--- src/p9ps_pkg.sv ---
package p9ps_pkg;

    // ------------------------------------------------------------------
    // Register map
    // ------------------------------------------------------------------
    localparam int unsigned         ADDR_W                 = 12;
    localparam logic [11:0]         FUNC_SEL_IDX           = 12'h3b7;
    localparam logic [11:0]         FUNC_SEL_ADDR          = 12'hedc;
    localparam logic [11:0]         PORT_SEL_ADDR          = 12'hee0;
    localparam logic [7:0]          FUNC_SEL_RST           = 8'h00;
    localparam logic [7:0]          FUNC_SEL_WMASK         = 8'hfa;

    // ------------------------------------------------------------------
    // Field positions
    // ------------------------------------------------------------------
    localparam int unsigned         PIN91_SRC_BIT          = 1;
    localparam int unsigned         PIN93_DIS_BIT          = 3;
    localparam int unsigned         PIN94_DIS_BIT          = 4;
    localparam int unsigned         PIN95_DIS_BIT          = 5;
    localparam int unsigned         PIN96_DIS_BIT          = 6;
    localparam int unsigned         PIN97_SRC_BIT          = 7;
    localparam int unsigned         PORT_SEL_P91_BIT       = 0;
    localparam int unsigned         PORT_SEL_P97_BIT       = 1;
    localparam logic [1:0]          PORT_SEL_RST           = 2'h0;

endpackage

--- src/p9ps_out_mux.sv ---
`timescale 1ns/1ps

// Output source selection for one serial channel pin.
module p9ps_out_mux (
    input  wire logic i_port_fn,         // 1: peripheral output, 0: general I/O.
    input  wire logic i_src_sel,         // 0: serial clock, 1: special transmit data.
    input  wire logic i_sclk,            // Serial clock output of the channel.
    input  wire logic i_stx,             // Special-mode transmit data of the channel.
    input  wire logic i_gpio,            // General-purpose port output level.
    output logic      o_pin              // Level driven toward the pin.
);

    // ------------------------------------------------------------------
    // Source selection
    // ------------------------------------------------------------------
    // The source choice only matters while the port gives the pin away.
    always_comb begin
        if (i_port_fn) begin
            o_pin = i_src_sel ? i_stx : i_sclk;
        end else begin
            o_pin = i_gpio;
        end
    end

endmodule

--- src/p9ps_top.sv ---
`timescale 1ns/1ps

// Contract
// - Pin 91 bit 0 routes channel 3 clock, 1 routes channel 3 special transmit.
// - Pin 97 bit 0 routes channel 4 clock, 1 routes channel 4 special transmit.
// - Pins 93/94 bit 1 cuts input functions, pin serves as DAC output 0/1.
// - Pins 95/96 bit 1 cuts input functions, pin serves as extended analog input.
// - Bits 0 and 2 unused; write zero, reads undefined (here zero).
module p9ps_top
    import p9ps_pkg::*;
(
    input  wire logic                 I_SYS_CLK,          // System clock, 40 MHz.
    input  wire logic                 I_SYS_RST,          // Asynchronous reset, active high.
    input  wire logic                 I_PSEL,             // APB select.
    input  wire logic                 I_PENABLE,          // APB access phase.
    input  wire logic                 I_PWRITE,           // APB write direction.
    input  wire logic [p9ps_pkg::ADDR_W-1:0] I_PADDR,     // APB byte address.
    input  wire logic [31:0]          I_PWDATA,           // APB write data.
    output logic      [31:0]          O_PRDATA,           // APB read data.
    output logic                      O_PREADY,           // APB ready.
    output logic                      O_PSLVERR,          // APB error on unmapped address.
    input  wire logic                 I_CH3_SCLK,         // Channel 3 serial clock output.
    input  wire logic                 I_CH3_STX,          // Channel 3 special transmit data.
    input  wire logic                 I_CH4_SCLK,         // Channel 4 serial clock output.
    input  wire logic                 I_CH4_STX,          // Channel 4 special transmit data.
    input  wire logic                 I_P91_GPIO,         // Port output level for pin 91.
    input  wire logic                 I_P97_GPIO,         // Port output level for pin 97.
    input  wire logic [3:0]           I_PIN_IN,           // Pin levels of pins 93 to 96.
    output logic                      O_PIN91_OUT,        // Level driven toward pin 91.
    output logic                      O_PIN97_OUT,        // Level driven toward pin 97.
    output logic [3:0]                O_PERIPH_IN,        // Pin levels seen by input peripherals.
    output logic                      O_DAC_OUT_0_EN,     // Pin 93 given to DAC output 0.
    output logic                      O_DAC_OUT_1_EN,     // Pin 94 given to DAC output 1.
    output logic                      O_EXT_ANALOG_IN_0_EN, // Pin 95 given to analog input 0.
    output logic                      O_EXT_ANALOG_IN_1_EN  // Pin 96 given to analog input 1.
);

    // ------------------------------------------------------------------
    // State
    // ------------------------------------------------------------------
    logic [7:0]  func_sel_ff;
    logic [7:0]  nxt_func_sel;
    logic [1:0]  port_sel_ff;
    logic [1:0]  nxt_port_sel;
    logic [31:0] prdata_ff;
    logic [31:0] nxt_prdata;
    logic        access;
    logic        hit_func;
    logic        hit_port;

    // Address decode, shared by the write and read paths.
    function automatic logic addr_is(input logic [ADDR_W-1:0] a, input logic [ADDR_W-1:0] r);
        return a == r;
    endfunction

    // Decode of the access phase; the slave answers with no wait state.
    always_comb begin
        access   = I_PSEL && I_PENABLE;
        hit_func = addr_is(I_PADDR, FUNC_SEL_ADDR);
        hit_port = addr_is(I_PADDR, PORT_SEL_ADDR);
    end

    // Ready and error are combinational handshake outputs.
    assign O_PREADY  = 1'b1;
    assign O_PSLVERR = access && !hit_func && !hit_port;
    assign O_PRDATA  = prdata_ff;

    // ------------------------------------------------------------------
    // Register next values
    // ------------------------------------------------------------------
    // Unused bits 0 and 2 are never stored, so they read back as zero.
    always_comb begin
        nxt_func_sel = func_sel_ff;
        nxt_port_sel = port_sel_ff;
        nxt_prdata   = prdata_ff;
        if (access && I_PWRITE && hit_func) begin
            nxt_func_sel = I_PWDATA[7:0] & FUNC_SEL_WMASK;
        end
        if (access && I_PWRITE && hit_port) begin
            nxt_port_sel = I_PWDATA[1:0];
        end
        if (I_PSEL && !I_PENABLE && !I_PWRITE) begin
            if (hit_func) begin
                nxt_prdata = {24'h000000, func_sel_ff};
            end else if (hit_port) begin
                nxt_prdata = {30'h00000000, port_sel_ff};
            end else begin
                nxt_prdata = 32'h00000000;
            end
        end
    end

    // Registers.
    always_ff @(posedge I_SYS_CLK or posedge I_SYS_RST) begin
        if (I_SYS_RST) begin
            func_sel_ff <= FUNC_SEL_RST;
            port_sel_ff <= PORT_SEL_RST;
            prdata_ff   <= 32'h00000000;
        end else begin
            func_sel_ff <= nxt_func_sel;
            port_sel_ff <= nxt_port_sel;
            prdata_ff   <= nxt_prdata;
        end
    end

    // ------------------------------------------------------------------
    // Serial channel pins
    // ------------------------------------------------------------------
    // Pin 91 carries channel 3, pin 97 carries channel 4.
    p9ps_out_mux u_mux91 (
        .i_port_fn (port_sel_ff[PORT_SEL_P91_BIT]),
        .i_src_sel (func_sel_ff[PIN91_SRC_BIT]),
        .i_sclk    (I_CH3_SCLK),
        .i_stx     (I_CH3_STX),
        .i_gpio    (I_P91_GPIO),
        .o_pin     (O_PIN91_OUT)
    );

    p9ps_out_mux u_mux97 (
        .i_port_fn (port_sel_ff[PORT_SEL_P97_BIT]),
        .i_src_sel (func_sel_ff[PIN97_SRC_BIT]),
        .i_sclk    (I_CH4_SCLK),
        .i_stx     (I_CH4_STX),
        .i_gpio    (I_P97_GPIO),
        .o_pin     (O_PIN97_OUT)
    );

    // ------------------------------------------------------------------
    // Analog pins
    // ------------------------------------------------------------------
    // A set bit hands the pin to the analog block and holds input peripherals low.
    always_comb begin
        O_DAC_OUT_0_EN       = func_sel_ff[PIN93_DIS_BIT];
        O_DAC_OUT_1_EN       = func_sel_ff[PIN94_DIS_BIT];
        O_EXT_ANALOG_IN_0_EN = func_sel_ff[PIN95_DIS_BIT];
        O_EXT_ANALOG_IN_1_EN = func_sel_ff[PIN96_DIS_BIT];
        O_PERIPH_IN[0] = I_PIN_IN[0] && !func_sel_ff[PIN93_DIS_BIT];
        O_PERIPH_IN[1] = I_PIN_IN[1] && !func_sel_ff[PIN94_DIS_BIT];
        O_PERIPH_IN[2] = I_PIN_IN[2] && !func_sel_ff[PIN95_DIS_BIT];
        O_PERIPH_IN[3] = I_PIN_IN[3] && !func_sel_ff[PIN96_DIS_BIT];
    end

endmodule

--- config.mk ---
export PLATFORM = sky130hd
export DESIGN_NAME = p9ps_top
export DESIGN_NICKNAME = d
export VERILOG_FILES = /design/src/p9ps_pkg.sv /design/src/p9ps_out_mux.sv /design/src/p9ps_top.sv
export SDC_FILE = /design/constraint.sdc
export NUM_CORES = 1
export LEC_CHECK = 0
export BUFFER_PORTS_ARGS = -buffer_cell sky130_fd_sc_hd__buf_2
export CAP_MARGIN = 20
export CORE_MARGIN = 5
export CORE_UTILIZATION = 31
export DETAILED_ROUTE_END_ITERATION = 6
export PLACE_DENSITY_LB_ADDON = 0.05
export SYNTH_ARGS = -nofsm -noshare
export SYNTH_HDL_FRONTEND = slang
export SYNTH_SLANG_ARGS = --single-unit
--- constraint.sdc ---
create_clock -name I_SYS_CLK -period 0.99 [get_ports I_SYS_CLK]
set_clock_uncertainty 0.1 [all_clocks]
set_input_delay 0.1485 -clock I_SYS_CLK [delete_from_list [all_inputs] [get_ports I_SYS_CLK]]
set_output_delay 0.1485 -clock I_SYS_CLK [all_outputs]
set_load 0.05 [all_outputs]
==> reports/metrics.cfg <==
[outcome]
outcome = finished, violations left
violations = setup timing

[drt]
vias = 864
post_drt_wl_per_cell_um = 12.47
vias_per_cell = 4.215
drt-initial-drc-count = 15
routed_wl_um = 2557
ant_nets = 0
dr.pass1.iters = 4
remaining_drc_errors = 0

[placement]
gp_congestion = 0.7328
dp_cells = 179
place_area_mm2 = 0.001266
place.port_buffers = 51
post-dp-hpwl_um = 1806

[setup_path]
rr_worst_depth = 3
cp_num_buf_inv = 1
path_depth = 3
critPathKind = flop to output pin
crit_path_end = O_PIN91_OUT
max_stage_delay_ns = 0.40
r2r-start = func_sel_ff[3]$_DFFE_PP0P_
cp_top_family = flip-flops
crit_arrival_ns = 1.18
startpoint_type = flop
r2r-end = func_sel_ff[3]$_DFFE_PP0P_
crit_path_cell_trace = mux2i_2 > a21oi_4 > buf_6
cp_slowest_cell = dfrtp_1
required_ns = 0.74
reg2reg_slack_ns = -0.15
crit_path_start = func_sel_ff[1]$_DFFE_PP0P_
endpoint_kind = output pin
cp_max_fo = 2

[die]
core_area_mm2 = 0.003003
die_w_um = 65.35
io_pins = 103
die_h_um = 65.35
initial_core_util_pct = 31.63
rows = 20
die_area_mm2 = 0.004271

[timing]
period_share_pct = 144.0
slew_violations = 0
period_needed_ns = 1.426
timing.fmax_ghz = 0.7012
worst_slack_ns = -0.4361
fin_hold_ws_ns = 0.02173
rsz0062_at_grt = true
setup_viol = 32
hold_viol = 0

[synthesis]
yosys_warnings = 0
avgSynthCellArea_um2 = 10.79
ys_seq_elements = 15
syn_area_um2 = 949.7
seq_area_frac_synth_pct = 39.53
post_synth_num_cell_types = 26
netlist_instances = 88

[final_layout]
area_growth_syn_to_layout_pct = 78.52
fin_nets = 232
n_antenna_cell = 0
fin_util_pct = 56.46
instances_no_fill = 205
final_layout_size_suffix_gt1_share_pct = 62.21
stdcell_area_mm2 = 0.001695

[clocking]
clk_path_buf_depth = 2
path_clk_slew_ns = 0.08
cts_tree = built
htreeDepth = 1
numCtsBuffers = 3
clkSinkCount = 15
clock_latency_ns = 0.29
clock-root-buffer = clkbuf_4

[power_and_ir_drop]
power_frac_seq_pct = 42.1
p_total_w = 0.001457
swShare_pct = 38.10
p_int_w = 0.0009019
combPwrFrac_pct = 33.8
vdd_drop_max_mv = 0.4741
power_leakage_nw = 0.9295
clkPwrFrac_pct = 24.2
netSwitchingPower_w = 0.0005552
p_per_area_mw_per_mm2 = 859.5

[global_routing]
grt_first_pass_wirelength_um = 4015
grt_max_degree = 16
first_global_vias = 921
grt_antenna_before_repair = 0
grt_usage_pct = 12.20
gr-total-overflow = 0

[worst_hold_path]
min_path_type = input pin to flop
min_from = I_PWDATA[1]

[run]
drv_cap = 0

[worst min path at each step]
stage                                  to  slack, ns  depth (start not counted)
6_report       func_sel_ff[1]$_DFFE_PP0P_       0.02                          2
5_1_grt        func_sel_ff[1]$_DFFE_PP0P_       0.02                          2
4_1_cts        func_sel_ff[1]$_DFFE_PP0P_       0.01                          2
3_5_place_dp   port_sel_ff[1]$_DFFE_PP0P_       0.06                          3
3_3_place_gp   port_sel_ff[1]$_DFFE_PP0P_       0.06                          3
2_1_floorplan     O_PRDATA[0]$_DFFE_PP0P_      -0.05                          1
[per-stage QoR]
| stage | TNS, ns | setup slack, ns |
|---|---|---|
| after global routing | -7.998 | -0.5046 |
| final | -6.755 | -0.4361 |
| after global placement | -8.201 | -0.5233 |
| after CTS | -6.722 | -0.4500 |
| after floorplan | -5.791 | -0.3990 |
| after detailed placement | -8.296 | -0.5478 |
[flip-flops by register name, summed over array words and instances, names as in the netlist]
signal	cells
port_sel_ff	2
func_sel_ff	6
O_PRDATA	7
[repair_timing]
item	in CTS	in global routing
buffers inserted	11	4
hold endpoints to repair	21	0
endpoints found under the setup margin	32	33
resized for setup	52	8
hold buffers	7	0
pin swaps	8	3
[cell families after synthesis]
group	Yosys count	share of synthesized area, %
compound gates	9	7.510
flops	15	39.53
buf+inv	28	21.48
mux	10	11.59
other cells	2	0.7908
simple gates	24	19.11
[routing by layer]
metal,part of all wire (%),vias up,global-route usage (%)
met3,8.2,0,3.932
met5,0,-,0
met4,0,0,1.554
met2,55,40,23.26
li1,-,423,-
met1,37,401,13.35
[synth_stat cells]
master | instances | area (um2)
buf_4 | 26 | 195.2
dfrtp_1 | 15 | 375.4
mux2_2 | 8 | 90.09
a22o_1 | 5 | 43.79
nor2_1 | 4 | 15.01
nor2b_1 | 4 | 25.02
a21oi_1 | 2 | 10.01
conb_1 | 2 | 7.510
mux2i_1 | 2 | 20.02
nand2_1 | 2 | 7.510
nand3_1 | 2 | 10.01
nor3_4 | 2 | 32.53
a221o_1 | 1 | 10.01
and2_0 | 1 | 6.260
and3_1 | 1 | 6.260
and4_2 | 1 | 10.01
and4b_2 | 1 | 11.26
buf_2 | 1 | 5.000
inv_1 | 1 | 3.750
nand2b_1 | 1 | 6.260
nand3_4 | 1 | 17.52
nand4b_1 | 1 | 8.760
nor3b_1 | 1 | 7.510
nor4b_1 | 1 | 8.760
o211ai_1 | 1 | 7.510
or3b_1 | 1 | 8.760
[cell usage in the layout (no fill, tap or decap)]
master / n
and2_0: 1
nand4b_1: 1
mux2i_2: 2
and4b_2: 1
mux2_4: 6
and4_4: 1
clkinv_2: 1
dfrtp_2: 3
conb_1: 26
nor2_1: 3
dfrtp_1: 12
nor3_4: 2
inv_1: 1
nor2_4: 1
nor2b_4: 3
clkbuf_4: 3
a221o_1: 1
nand2b_4: 1
mux2_2: 2
buf_6: 21
nor4b_4: 1
buf_8: 3
a22o_1: 5
nor2b_2: 1
buf_2: 32
nand2_1: 2
nand3_4: 1
or3b_1: 1
buf_4: 19
o211ai_1: 1
nor3b_1: 1
and3_1: 1
a21oi_4: 2
dlygate4sd3_1: 7
buf_12: 1
nand3_1: 2
[worst reg2reg max path, stage by stage, from the launching register on]
cell and delay [ns]:
dfrtp_1 0.42, buf_4 0.14, buf_4 0.12, mux2_4 0.26
[power groups by stage]
stage	Clock, W	Combinational (W)	Sequential, W
after floorplan	0	0.000413	0.000626
after global placement	0	0.000425	0.000625
after detailed placement	0	0.000426	0.000625
after CTS	0.000364	0.000483	0.000613
after global routing	0.000387	0.000518	0.000613
final	0.000352	0.000492	0.000613
[cell type report]
cell class	instances	area, um2
flip-flops and latches	15	379.1
inverters	1	3.754
repair buffers	83	674.4
fillers	266	1308
clock inverters	1	5.005
well taps	33	41.29
clock buffers	3	22.52
multi-input cells	69	569.3
No activity file was read; power rests on OpenSTA's default activity.
